===== config.mk =====
export PLATFORM = sky130hd
export DESIGN_NAME = vec_irq_top
export DESIGN_NICKNAME = d
export VERILOG_FILES = /design/src/rtl/vec_irq_pkg.sv /design/src/rtl/vec_irq_top.sv /design/src/rtl/vec_irq_arbiter.sv
export VERILOG_INCLUDE_DIRS = /design/src /design/src/rtl
export SDC_FILE = /design/constraint.sdc
export NUM_CORES = 1
export LEC_CHECK = 0
export ABC_AREA = 1
export BUFFER_PORTS_ARGS = -buffer_cell sky130_fd_sc_hd__buf_2
export CORE_ASPECT_RATIO = 1.5
export CORE_MARGIN = 1.5
export CORE_UTILIZATION = 60
export DETAILED_ROUTE_END_ITERATION = 8
export PLACE_DENSITY = 0.79
export RECOVER_POWER = 100
export SETUP_SLACK_MARGIN = 0.02
export SYNTH_ARGS = -nofsm -noshare
export SYNTH_HDL_FRONTEND = slang
export SYNTH_SLANG_ARGS = --single-unit
export TNS_END_PERCENT = 10

===== constraint.sdc =====
create_clock -name core_clk_in -period 73.9 [get_ports core_clk_in]
set_input_delay 3.695 -clock core_clk_in [delete_from_list [all_inputs] [get_ports core_clk_in]]
set_output_delay 3.695 -clock core_clk_in [all_outputs]
set_load 0.05 [all_outputs]

===== src/rtl/vec_irq_cfg.svh =====
`ifndef VEC_IRQ_CFG_SVH
`define VEC_IRQ_CFG_SVH

// Register byte offsets
`define OFS_FLAG 8'h00
`define OFS_ENABLE 8'h04
`define OFS_PRIO_BASE 8'h10
`define OFS_PRIO_LAST 8'h28
`define OFS_STATUS 8'h40
`define OFS_VARIANT 8'h44

// Field layout inside one priority lane
`define PRIO_LSB 2
`define SUB_LSB 0
`define LANE_BITS 8

// Reset values
`define FLAG_RST 32'h0000_0000
`define ENABLE_RST 32'h0000_0000
`define PRIO_RST 32'h0000_0000
`define VARIANT_RST 32'h0FFF_FFFF

// Vector counts and fixed vectors
`define NUM_VEC 29
`define VEC_CORE_TIMER 5'h00
`define VEC_SOFT0 5'h01
`define VEC_SOFT1 5'h02
`define VEC_RESERVED 5'h1C
`define LAST_PRIO_REG 6

`endif


===== src/rtl/vec_irq_pkg.sv =====
package vec_irq_pkg;
    typedef logic [4:0] vector_t;
    typedef logic [2:0] prio_t;
    typedef logic [1:0] sub_t;
    typedef enum logic [1:0] {BUS_IDLE, BUS_ACK} bus_state_t;
endpackage : vec_irq_pkg


===== src/rtl/vec_irq_top.sv =====
// Contract
// - Core timer vector 0, software vectors 1,2
// - Flag and enable at bit n
// - Four vectors share one priority register
// - Capture error and event separate vectors
// - Priority field encodes levels 1 to 7
// - Priority zero means source disabled
// - Subpriority field encodes levels 0 to 3
// - Three bits above priority read zero
// - Priority bits 4-2, subpriority 1-0
// - Absent variant sources never raised
//
// Chosen here: the placing of the registers and register access over Avalon-MM.
`timescale 1ns/100ps
`include "vec_irq_cfg.svh"

module vec_irq_top
    import vec_irq_pkg::*;
(
    input wire logic core_clk_in,
    input wire logic nrst_in,
    input wire logic [7:0] avs_address_in,
    input wire logic avs_read_in,
    input wire logic avs_write_in,
    input wire logic [31:0] avs_writedata_in,
    input wire logic [3:0] avs_byteenable_in,
    output logic [31:0] avs_readdata_out,
    output logic avs_waitrequest_out,
    input wire logic [28:0] src_event_in,
    input wire logic core_ack_in,
    output logic irq_valid_out,
    output vector_t irq_vector_out,
    output prio_t irq_prio_out,
    output sub_t irq_sub_out
);

    // ---------------------------------------------
    // Registers
    // ---------------------------------------------
    logic [31:0] request_flag_register_0_r;
    logic [31:0] source_enable_register_0_r;
    logic [31:0] variant_mask_r;
    logic [231:0] prio_flat;
    logic [31:0] priority_control_register_r [0:`LAST_PRIO_REG];
    bus_state_t bus_state_r;
    logic [31:0] rdata_nxt;
    logic [31:0] wmask;
    logic acc;
    logic [28:0] pending;
    logic win_valid;
    vector_t win_vec;
    prio_t win_prio;
    sub_t win_sub;
    logic [4:0] prio_idx;
    logic [31:0] request_flag_nxt;
    logic [28:0] new_events;
    logic sel_flag;
    logic sel_enable;
    logic sel_prio;
    logic sel_status;
    logic sel_variant;
    logic wr_commit;

    always_comb begin
        for (int b = 0; b < 4; b++) begin
            wmask[b*8 +: 8] = {8{avs_byteenable_in[b]}};
        end
    end

    assign acc = (avs_read_in || avs_write_in) && bus_state_r == BUS_IDLE;
    assign prio_idx = 5'((avs_address_in - `OFS_PRIO_BASE) >> 2);

    // ---------------------------------------------
    // Address decode
    // ---------------------------------------------
    always_comb begin
        sel_flag = 1'b0;
        sel_enable = 1'b0;
        sel_prio = 1'b0;
        sel_status = 1'b0;
        sel_variant = 1'b0;
        if (avs_address_in == `OFS_FLAG) begin
            sel_flag = 1'b1;
        end else if (avs_address_in == `OFS_ENABLE) begin
            sel_enable = 1'b1;
        end else if (avs_address_in >= `OFS_PRIO_BASE && avs_address_in <= `OFS_PRIO_LAST &&
            avs_address_in[1:0] == 2'h0) begin
            // Misaligned priority addresses fall through: read zero, write nothing
            sel_prio = 1'b1;
        end else if (avs_address_in == `OFS_STATUS) begin
            sel_status = 1'b1;
        end else if (avs_address_in == `OFS_VARIANT) begin
            sel_variant = 1'b1;
        end
    end

    // A write lands only at the edge where waitrequest is low
    assign wr_commit = bus_state_r == BUS_ACK && avs_write_in;

    // ---------------------------------------------
    // Bus handshake: one wait cycle then answer
    // ---------------------------------------------
    always_ff @(posedge core_clk_in or negedge nrst_in) begin
        if (!nrst_in) begin
            bus_state_r <= BUS_IDLE;
        end else begin
            case (bus_state_r)
                BUS_IDLE: if (avs_read_in || avs_write_in) bus_state_r <= BUS_ACK;
                default: bus_state_r <= BUS_IDLE;
            endcase
        end
    end

    assign avs_waitrequest_out = (avs_read_in || avs_write_in) && bus_state_r != BUS_ACK;

    // ---------------------------------------------
    // Flags: hardware set beats software clear
    // ---------------------------------------------
    assign new_events = src_event_in & variant_mask_r[28:0];

    always_comb begin
        request_flag_nxt = request_flag_register_0_r;
        if (wr_commit && sel_flag) begin
            request_flag_nxt = (request_flag_nxt & ~wmask) | (avs_writedata_in & wmask);
        end
        if (irq_valid_out && core_ack_in) begin
            request_flag_nxt[irq_vector_out] = 1'b0;
        end
        // Set applied last so an event never loses to a clear in the same cycle
        request_flag_nxt[28:0] = request_flag_nxt[28:0] | new_events;
        request_flag_nxt[31:29] = 3'h0;
    end

    always_ff @(posedge core_clk_in or negedge nrst_in) begin
        if (!nrst_in) begin
            request_flag_register_0_r <= `FLAG_RST;
        end else begin
            request_flag_register_0_r <= request_flag_nxt;
        end
    end

    always_ff @(posedge core_clk_in or negedge nrst_in) begin
        if (!nrst_in) begin
            source_enable_register_0_r <= `ENABLE_RST;
            variant_mask_r <= `VARIANT_RST;
        end else if (bus_state_r == BUS_ACK && avs_write_in) begin
            if (avs_address_in == `OFS_ENABLE) begin
                source_enable_register_0_r <= ((source_enable_register_0_r & ~wmask) |
                    (avs_writedata_in & wmask)) & 32'h1FFF_FFFF;
            end else if (avs_address_in == `OFS_VARIANT) begin
                // Vector 28 is reserved and stays absent
                variant_mask_r <= ((variant_mask_r & ~wmask) |
                    (avs_writedata_in & wmask)) & 32'h0FFF_FFFF;
            end
        end
    end

    // ---------------------------------------------
    // Priority registers, four lanes each
    // ---------------------------------------------
    genvar g;
    generate
        for (g = 0; g <= `LAST_PRIO_REG; g++) begin : gen_prio
            always_ff @(posedge core_clk_in or negedge nrst_in) begin
                if (!nrst_in) begin
                    priority_control_register_r[g] <= `PRIO_RST;
                end else if (wr_commit && sel_prio && prio_idx == 5'(g)) begin
                    // Top three bits of each lane are unimplemented
                    priority_control_register_r[g] <= ((priority_control_register_r[g] & ~wmask) |
                        (avs_writedata_in & wmask)) & 32'h1F1F_1F1F;
                end
            end
        end
        for (g = 0; g < `NUM_VEC; g++) begin : gen_lane
            if (g < 28) begin : gen_real
                // Lane g%4 of register g/4: bits 4-2 level, 1-0 sub
                assign prio_flat[g*8 +: 8] =
                    priority_control_register_r[g/4][(g%4)*`LANE_BITS +: 8];
            end else begin : gen_rsv
                assign prio_flat[g*8 +: 8] = 8'h00;
            end
        end
    endgenerate

    // ---------------------------------------------
    // Read mux
    // ---------------------------------------------
    always_comb begin
        rdata_nxt = 32'h0000_0000;
        if (sel_flag) begin
            rdata_nxt = request_flag_register_0_r;
        end else if (sel_enable) begin
            rdata_nxt = source_enable_register_0_r;
        end else if (sel_prio) begin
            rdata_nxt = priority_control_register_r[prio_idx[2:0]];
        end else if (sel_status) begin
            rdata_nxt = {16'h0000, win_valid, 2'h0, win_vec, 3'h0, win_prio, win_sub};
        end else if (sel_variant) begin
            rdata_nxt = variant_mask_r;
        end
    end

    always_ff @(posedge core_clk_in or negedge nrst_in) begin
        if (!nrst_in) begin
            avs_readdata_out <= 32'h0000_0000;
        end else if (acc && avs_read_in) begin
            avs_readdata_out <= rdata_nxt;
        end
    end

    // ---------------------------------------------
    // Arbitration toward the core
    // ---------------------------------------------
    // Vector index equals flag bit, so the capture error and event of
    // a channel (e.g. 20, 21) and vectors 0..2 stay fixed.
    assign pending = request_flag_register_0_r[28:0] & source_enable_register_0_r[28:0] &
        variant_mask_r[28:0];

    vec_irq_arbiter u_arb (
        .req_in(pending),
        .prio_in(prio_flat),
        .valid_out(win_valid),
        .vec_out(win_vec),
        .prio_out(win_prio),
        .sub_out(win_sub)
    );

    always_ff @(posedge core_clk_in or negedge nrst_in) begin
        if (!nrst_in) begin
            irq_valid_out <= 1'b0;
            irq_vector_out <= `VEC_CORE_TIMER;
            irq_prio_out <= 3'h0;
            irq_sub_out <= 2'h0;
        end else begin
            irq_valid_out <= win_valid && !(irq_valid_out && core_ack_in);
            irq_vector_out <= win_vec;
            irq_prio_out <= win_prio;
            irq_sub_out <= win_sub;
        end
    end

    // ---------------------------------------------
    // Checks
    // ---------------------------------------------
    a_zero_prio_silent: assert property (@(posedge core_clk_in) disable iff (!nrst_in)
        irq_valid_out |-> irq_prio_out != 3'h0) else $error("zero priority presented");
    a_lane_top_zero: assert property (@(posedge core_clk_in) disable iff (!nrst_in)
        (priority_control_register_r[1] & 32'hE0E0_E0E0) == 32'h0)
        else $error("unimplemented lane bits set");
    a_absent_never: assert property (@(posedge core_clk_in) disable iff (!nrst_in)
        irq_valid_out |-> variant_mask_r[irq_vector_out] && irq_vector_out != `VEC_RESERVED)
        else $error("absent vector raised");
    a_win_enabled: assert property (@(posedge core_clk_in) disable iff (!nrst_in)
        win_valid |-> pending[win_vec] && prio_flat[win_vec*8+2 +: 3] == win_prio)
        else $error("winner not pending or wrong priority");
    a_out_follows: assert property (@(posedge core_clk_in) disable iff (!nrst_in)
        win_valid && !(irq_valid_out && core_ack_in) |=> irq_valid_out &&
        irq_vector_out == $past(win_vec)) else $error("output lost winner");
    a_flag_sets: assert property (@(posedge core_clk_in) disable iff (!nrst_in)
        src_event_in[4] && variant_mask_r[4] |=> request_flag_register_0_r[4])
        else $error("event flag not set");
    a_sub_field: assert property (@(posedge core_clk_in) disable iff (!nrst_in)
        win_valid |-> win_sub == prio_flat[win_vec*8 +: 2])
        else $error("subpriority wrong");
    a_vec5_lane: assert property (@(posedge core_clk_in) disable iff (!nrst_in)
        prio_flat[42 +: 3] == priority_control_register_r[1][12:10])
        else $error("vector 5 lane mismatch");
    a_lane1_fields: assert property (@(posedge core_clk_in) disable iff (!nrst_in)
        prio_flat[10 +: 3] == priority_control_register_r[0][12:10] &&
        prio_flat[8 +: 2] == priority_control_register_r[0][9:8])
        else $error("lane 1 field layout wrong");
    a_cap_pair: assert property (@(posedge core_clk_in) disable iff (!nrst_in)
        prio_flat[160 +: 8] == priority_control_register_r[5][7:0] &&
        prio_flat[168 +: 8] == priority_control_register_r[5][15:8])
        else $error("capture error and event lanes merged");
    a_win_nonzero: assert property (@(posedge core_clk_in) disable iff (!nrst_in)
        win_valid |-> win_prio != 3'h0) else $error("zero priority won");
    a_timer_vec0: assert property (@(posedge core_clk_in) disable iff (!nrst_in)
        irq_valid_out && irq_vector_out == `VEC_CORE_TIMER |-> $past(pending[0]))
        else $error("vector 0 without timer request");
    a_soft0_vec1: assert property (@(posedge core_clk_in) disable iff (!nrst_in)
        irq_valid_out && irq_vector_out == `VEC_SOFT0 |-> $past(pending[1]))
        else $error("vector 1 without software request 0");
    a_soft1_vec2: assert property (@(posedge core_clk_in) disable iff (!nrst_in)
        irq_valid_out && irq_vector_out == `VEC_SOFT1 |-> $past(pending[2]))
        else $error("vector 2 without software request 1");

    // ---------------------------------------------
    // Flag and bus checks
    // ---------------------------------------------
    a_set_wins: assert property (@(posedge core_clk_in) disable iff (!nrst_in)
        new_events != 29'h0 |=>
        (request_flag_register_0_r[28:0] & $past(new_events)) == $past(new_events))
        else $error("event lost to a clear");
    a_ack_clears: assert property (@(posedge core_clk_in) disable iff (!nrst_in)
        irq_valid_out && core_ack_in && !new_events[irq_vector_out] |=>
        !request_flag_register_0_r[$past(irq_vector_out)]) else $error("taken flag not cleared");
    a_flag_top_zero: assert property (@(posedge core_clk_in) disable iff (!nrst_in)
        request_flag_register_0_r[31:29] == 3'h0 && source_enable_register_0_r[31:29] == 3'h0)
        else $error("flag or enable bit above vector 28 set");
    a_ack_drops: assert property (@(posedge core_clk_in) disable iff (!nrst_in)
        irq_valid_out && core_ack_in |=> !irq_valid_out) else $error("request held after ack");
    a_rd_lane_zero: assert property (@(posedge core_clk_in) disable iff (!nrst_in)
        acc && avs_read_in && sel_prio |=> (avs_readdata_out & 32'hE0E0_E0E0) == 32'h0)
        else $error("unimplemented lane bits read back");
    a_status_read: assert property (@(posedge core_clk_in) disable iff (!nrst_in)
        acc && avs_read_in && sel_status |=> avs_readdata_out[12:8] == $past(win_vec))
        else $error("status vector wrong");
    a_status_valid: assert property (@(posedge core_clk_in) disable iff (!nrst_in)
        acc && avs_read_in && sel_status |=> avs_readdata_out[15] == $past(win_valid))
        else $error("status valid bit wrong");
endmodule : vec_irq_top


===== src/rtl/vec_irq_arbiter.sv =====
`timescale 1ns/100ps
`include "vec_irq_cfg.svh"

module vec_irq_arbiter
    import vec_irq_pkg::*;
(
    input wire logic [28:0] req_in,
    input wire logic [231:0] prio_in,
    output logic valid_out,
    output vector_t vec_out,
    output prio_t prio_out,
    output sub_t sub_out
);
    always_comb begin
        valid_out = 1'b0;
        vec_out = 5'h00;
        prio_out = 3'h0;
        sub_out = 2'h0;
        // Ascending scan with strict compare keeps lower vector on ties
        for (int i = 0; i < `NUM_VEC; i++) begin
            if (req_in[i] && prio_in[i*8+2 +: 3] != 3'h0 &&
                (!valid_out || prio_in[i*8+2 +: 3] > prio_out ||
                (prio_in[i*8+2 +: 3] == prio_out && prio_in[i*8 +: 2] > sub_out))) begin
                valid_out = 1'b1;
                vec_out = vector_t'(i);
                prio_out = prio_in[i*8+2 +: 3];
                sub_out = prio_in[i*8 +: 2];
            end
        end
    end
endmodule : vec_irq_arbiter


## Word-level counts from Yosys, hierarchy flattened

Cells that the tools add are included.

- Input port bits: 78
- Register bits after elaboration: 271
- Output and inout bits: 44
- Logic and storage cells: 502

- Reduce and logical (&&, ||, !) cells: 217
- Add/sub/neg operators: 1
- Equality and inequality tests: 39
- Bitwise operators: 30
- Order comparisons: 59
- Muxes and demuxes: 140

Operator list:

| cell | number |
|---|---|
| $and A29 B29 Y29 | 11 |
| $or A29 B29 Y29 | 10 |
| $mux W32 | 6 |
| $logic_and A1 B1 Y1 | 100 |
| $bmux W32 S3 | 1 |
| $mux W3 | 32 |
| $and A28 B28 Y28 | 3 |
| $reduce_bool A3 Y1 | 28 |
| $eq A3 B3 Y1 | 27 |
| $gt A3 B3 Y1 | 27 |
| $mux W2 | 32 |
| $mux W5 | 12 |
| $mux W29 | 2 |
| $not A29 Y29 | 2 |
| $logic_or A1 B1 Y1 | 55 |
| $gt A2 B2 Y1 | 27 |
| $mux W1 | 45 |
| $mux W4 | 8 |
| $and A29 B28 Y29 | 1 |
| $logic_not A1 Y1 | 28 |
| $mux W28 | 1 |
| $or A28 B28 Y28 | 1 |
| $eq A8 B7 Y1 const B | 2 |
| $eq A5 B3 Y1 const B | 3 |
| 20 further kinds | 22 |

## Longest topological paths before layout

- Depth in word-level cells: 143
- Depth in mapped cells: 300
- Gate-level depth less buffers: 279

## Hierarchy

Synthesis repeated with hierarchy kept, for this count alone.

- Cell total of the unflattened synthesis: 3041
- Area total of the unflattened synthesis: 20475.9 sq um

By module, submodules not included:

| module | sequential area each (sq um) | times used | area an instance (sq um) | cells an instance |
|---|---|---|---|---|
| vec_irq_top | 6716.4 | 1 | 13490.4 | 1807 |
| vec_irq_arbiter | 0.0 | 1 | 6985.4 | 1234 |

## Least setup slack after synthesis

OpenSTA, ideal clock, no wires.

- Path type: register to register
- Start point: register variant_mask_r[0]
- End point: register avs_readdata_out[10]
- Period minus slack after synthesis: 30.301 ns
- Slack: 43.599 ns
- Arrival time: 30.235 ns
- Stages on the path, launching flop included: 287
- Library setup time: 0.066 ns
- Buffers on the path: 21
- Required time: 73.834 ns
- Cells stage by stage: dfstp_2 -> nand2_1 -> nor2_2 -> nand2_2 -> inv_2 -> nand2_1 -> ha_1 -> nand2_1 -> nand2_1 -> nand3_1 -> nand3_2 -> nand2_2 -> nand2_2 -> and2_1 -> ha_1 -> nand3_1 -> nand3b_1 -> nand3_1 -> [251 not listed] -> and2_1 -> ha_1 -> nand2_1 -> nor2_1 -> a211oi_1 -> a21oi_1 -> a31oi_1 -> nand2_1 -> nand2_2 -> nand3_1 -> a21oi_2 -> o21a_1 -> nand2_1 -> nand3_1 -> a21oi_1 -> o21ai_1 -> nand2_1 -> nand2_1

- Longest elaborated chain between the ends: 142
- Elaborated cells on any way between the ends: 327
- Those cells by class: order compare (54); eq/ne (27); mux (109); bitwise (1); reduce/logical (136)

Ends and longest elaborated chain:

| item | line | text |
|---|---|---|
| start: declaration | vec_irq_top.sv:42 | `logic [31:0] variant_mask_r;` |
| start signal: assignment | vec_irq_top.sv:145 | `` variant_mask_r <= `VARIANT_RST; `` |
| start signal: assignment | vec_irq_top.sv:152 | `variant_mask_r <= ((variant_mask_r & ~wmask) \|` |
| $and A28 B28 Y28 (*) | vec_irq_top.sv:216 | `assign pending = request_flag_register_0_r[28:0] & source_enable_register_0_r[28:0] &` |
| $logic_and A1 B1 Y1 (*) | vec_irq_arbiter.sv:21 | `if (req_in[i] && prio_in[i*8+2 +: 3] != 3'h0 &&` |
| $mux W3 (tied with other cells) | vec_irq_arbiter.sv:21 |  |
| $gt A3 B3 Y1 (tied with other cells) | vec_irq_arbiter.sv:22 | `(!valid_out \|\| prio_in[i*8+2 +: 3] > prio_out \|\|` |
| $logic_or A1 B1 Y1 or $logic_and A1 B1 Y1 (tied branches) | vec_irq_arbiter.sv:22, vec_irq_arbiter.sv:23 |  |
| $logic_or A1 B1 Y1 | vec_irq_arbiter.sv:22 |  |
| $logic_and A1 B1 Y1 | vec_irq_arbiter.sv:21 |  |
| $mux W3 (tied with other cells) | vec_irq_arbiter.sv:21 |  |
| [127 not listed] | -- |  |
| $logic_or A1 B1 Y1 | vec_irq_arbiter.sv:22 |  |
| $logic_and A1 B1 Y1 | vec_irq_arbiter.sv:21 |  |
| $mux W5 (*) | vec_irq_arbiter.sv:21 |  |
| via u_arb.vec_out[2] | vec_irq_arbiter.sv:10 | `output vector_t vec_out,` |
| $mux W32 (*) | vec_irq_top.sv:196 | `end else if (sel_status) begin` |
| $mux W32 (*) | vec_irq_top.sv:194 | `end else if (sel_prio) begin` |
| $mux W32 (*) | vec_irq_top.sv:192 | `end else if (sel_enable) begin` |
| $mux W32 (*) | vec_irq_top.sv:190 | `if (sel_flag) begin` |
| end signal: assignment | vec_irq_top.sv:207 | `avs_readdata_out <= rdata_nxt;` |
| end: declaration | vec_irq_top.sv:27 | `output logic [31:0] avs_readdata_out,` |

The timed path passes the listed nets; every way through them passes the cells marked *.
A chain may end at the register's enable or synchronous reset.

## Final worst setup path

Same ends and word-level chain as after synthesis.

==> results.cfg <==
[floorplan]
core_um2 = 30300
row_count = 78
dieHeight_um = 218
die_w_um = 146
io_pins = 122
dieArea_um2 = 31800
initial_core_util_pct = 60.9

[routing]
dr.pass1.iters = 6
ant_nets = 0
wl_um = 66200
drtIter0Drc = 1921
drc_errors = 0
vias = 18770
vias_per_cell = 6.09
wl_per_cell_um = 21.5

[clock_network]
cts_setup_buffers = 0
clockRootBuffer = clkbuf_16
clock-sinks = 267
clk_latency_ps = 600
cts_buffers = 28
clk_pin_slew_ps = 70
cts_resized = 0
htree_levels = 1
ctsHoldBuffers = 0
cts_tree = built
cts_buffer_depth = 3

[critical_path]
critical_path_buf_inv_count = 26
max_stage_delay_ps = 570
criticalPathCategory = register to register
path_common_cell = nand2_1
path_max_fanout = 13
cp.arrival_ps = 39150
crit_family = simple AND/OR/NAND/NOR gates
cp_slowest_cell = dfstp_2
crit_path_start_kind = register
end_kind = register
worstPathRequired_ps = 74440

[yosys]
syn_inst = 2564
synthDistinctLibCells = 53
synth_area_leaders = dfrtp_1 (32%), nand2_1 (15%), o21ai_0 (10%), ha_1 (7.9%), inv_1 (6.5%)
yosysWarnings = 0
syn-mean-instance-area_um2 = 7.19
synth.top_cell.area_share_pct = 32.5
yosys.area.top_type = dfrtp_1
ys_seq_area_share_pct = 36.5
synth-seq-cells = 267
netlist_area_um2 = 18400

[sta]
fin_skew_ps = 33.2
fmax_ghz = 0.0259
post-route-period-util_pct = 52.3
tns_ps = 0
hold_viol = 0
min_period_ps = 38620
setup_viol = 0
whs_ps = 483
relSlewSlack_pct = -161
slew_viol_final = 333
rsz0062_at_grt = no
worst_slew_pin_slew_ps = 3920

[global_routing]
met3_usage_pct = 5.04
grt_overflow = 0
top_usage_layer = met2
grt_use_total_pct = 41.6
grtUsageMet1_pct = 48.4
grt_max_degree = 69
met2_usage_pct = 68.6
grt_pass1_vias = 17683
grt_pass1_wl_um = 100000
antenna_found_initial = 4

[layout]
n_fill_cell = 2779
multiInputGateArea_um2 = 9890
syn_to_final_growth_pct = 8.13
postLayoutCoreUtil_pct = 65.9
seq_area_um2 = 6720
fin_nets = 2850
layout-drive-gt1-share_pct = 8.89

[job]
drv_cap = 6

[power_and_ir_drop]
leakagePower_nw = 9.67
peakVddDrop_mv = 0.0205
power.total_mw = 0.314
power_density_nw_per_um2 = 15.8

[place]
place.gp.congestion = 1.01
port_buffers = 114
dp_hpwl_um = 50500

[run_status]
violations = max-capacitance violations, max-slew violations
status = complete, but fails checks

[worst_hold_path]
min_path_type = register to register
synthesized netlist by cell type, drive strengths merged:
cell type / instances
o21ai: 390
o211ai: 7
nand3: 175
a21oi: 38
dfstp: 28
clkbuf: 49
nand2: 785
buf: 20
o2111ai: 1
o22ai: 32
a21boi: 1
nor4: 6
nor3: 10
conb: 1
or2: 5
and2: 14
nand4: 45
a22o: 2
a211oi: 6
a41oi: 3
a22oi: 8
a31oi: 21
o21bai: 21
o21a: 1
and3: 1
clkinv: 9
nand3b: 2
inv: 326
o311ai: 6
ha: 116
dfrtp: 239
nor2: 161
a221oi: 19
o221ai: 16
sequential cells by signal, summed over array words and instances, names as in the netlist, 2 cells and up:
signal                      count
request_flag_register_0_r      29
irq_prio_out                    3
irq_sub_out                     2
source_enable_register_0_r     29
prio_flat                     140
irq_vector_out                  5
avs_readdata_out               29
variant_mask_r                 28
stage by stage:
step / area (µm²) / cells / setup WS (ps)
after global placement: 19100 / 3026 / 38890
final: 19900 / 3082 / 35280
after detailed placement: 19100 / 3026 / 38000
after CTS: 20000 / 3078 / 37840
after floorplan: 18400 / 2566 / 43600
after global routing: 19900 / 3078 / 30860
cell type report:
cell class | count | area share, %
Tap cell | 400 | 2.51
Inverter | 335 | 6.32
Antenna cell | 4 | 0.0502
Timing Repair Buffer | 129 | 3.04
Multi-Input combinational cell | 1895 | 49.6
Sequential cell | 267 | 33.7
Clock inverter | 18 | 0.892
Clock buffer | 34 | 3.83
power breakdown:
part           internal [mW]  total, mW  leakage [nW]  switching, mW
Clock                 0.0810      0.146         0.456         0.0648
Sequential             0.148      0.149          3.48        0.00125
Combinational        0.00361     0.0192          5.74         0.0156
Total                  0.232      0.314          9.67         0.0817
worst min-delay path: stages, from the launching register on:
cell	delay, ps
dfrtp_1	350
nand2_1	50
nand2_1	50
layer usage:
| layer | part of all wire, % | routed length [µm] |
|---|---|---|
| met1 | 35 | 23400 |
| met2 | 46 | 30600 |
| met3 | 8.4 | 5580 |
| met4 | 10 | 6690 |
| met5 | 0 | 0 |
cell families (layout without fill, tap and decap cells):
logic type	Yosys count	count (layout)	share of synthesized area, %
AO/OA/AOI/OAI	572	572	17.7
adder cells (fa/ha/maj)	116	116	7.88
buffers and inverters	404	516	9.67
flip-flops	267	267	36.5
other	1	7	0.0204
AND/OR/NAND/NOR	1204	1204	28.3
final timing paths:
| path | endpoint | cells past startpoint | slack [ps] | start |
|---|---|---|---|---|
| max | avs_readdata_out[10]$_DFFE_PN0P_ | 264 | 35280 | variant_mask_r[0]$_DFFE_PN1P_ |
| min | avs_readdata_out[18]$_DFFE_PN0P_ | 2 | 480 | avs_readdata_out[18]$_DFFE_PN0P_ |
| max reg2reg | avs_readdata_out[10]$_DFFE_PN0P_ | 264 | 35280 | variant_mask_r[0]$_DFFE_PN1P_ |
| min reg2reg | avs_readdata_out[18]$_DFFE_PN0P_ | 2 | 480 | avs_readdata_out[18]$_DFFE_PN0P_ |
| max in group asynchronous | avs_readdata_out[16]$_DFFE_PN0P_ | 3 | 62010 | nrst_in |
| min in group asynchronous | prio_flat[83]$_DFFE_PN0P_ | 1 | 4480 | nrst_in |
cell usage in the layout, fill, tap and decap left out, drive strengths merged, types with 45 or more instances in the layout:
master,instances
nand2,785
o21ai,390
inv,326
dfrtp,239
nand3,175
nor2,161
ha,116
clkbuf,84
buf,79
nand4,45
Note: power is estimated with default switching activity, not from simulation.
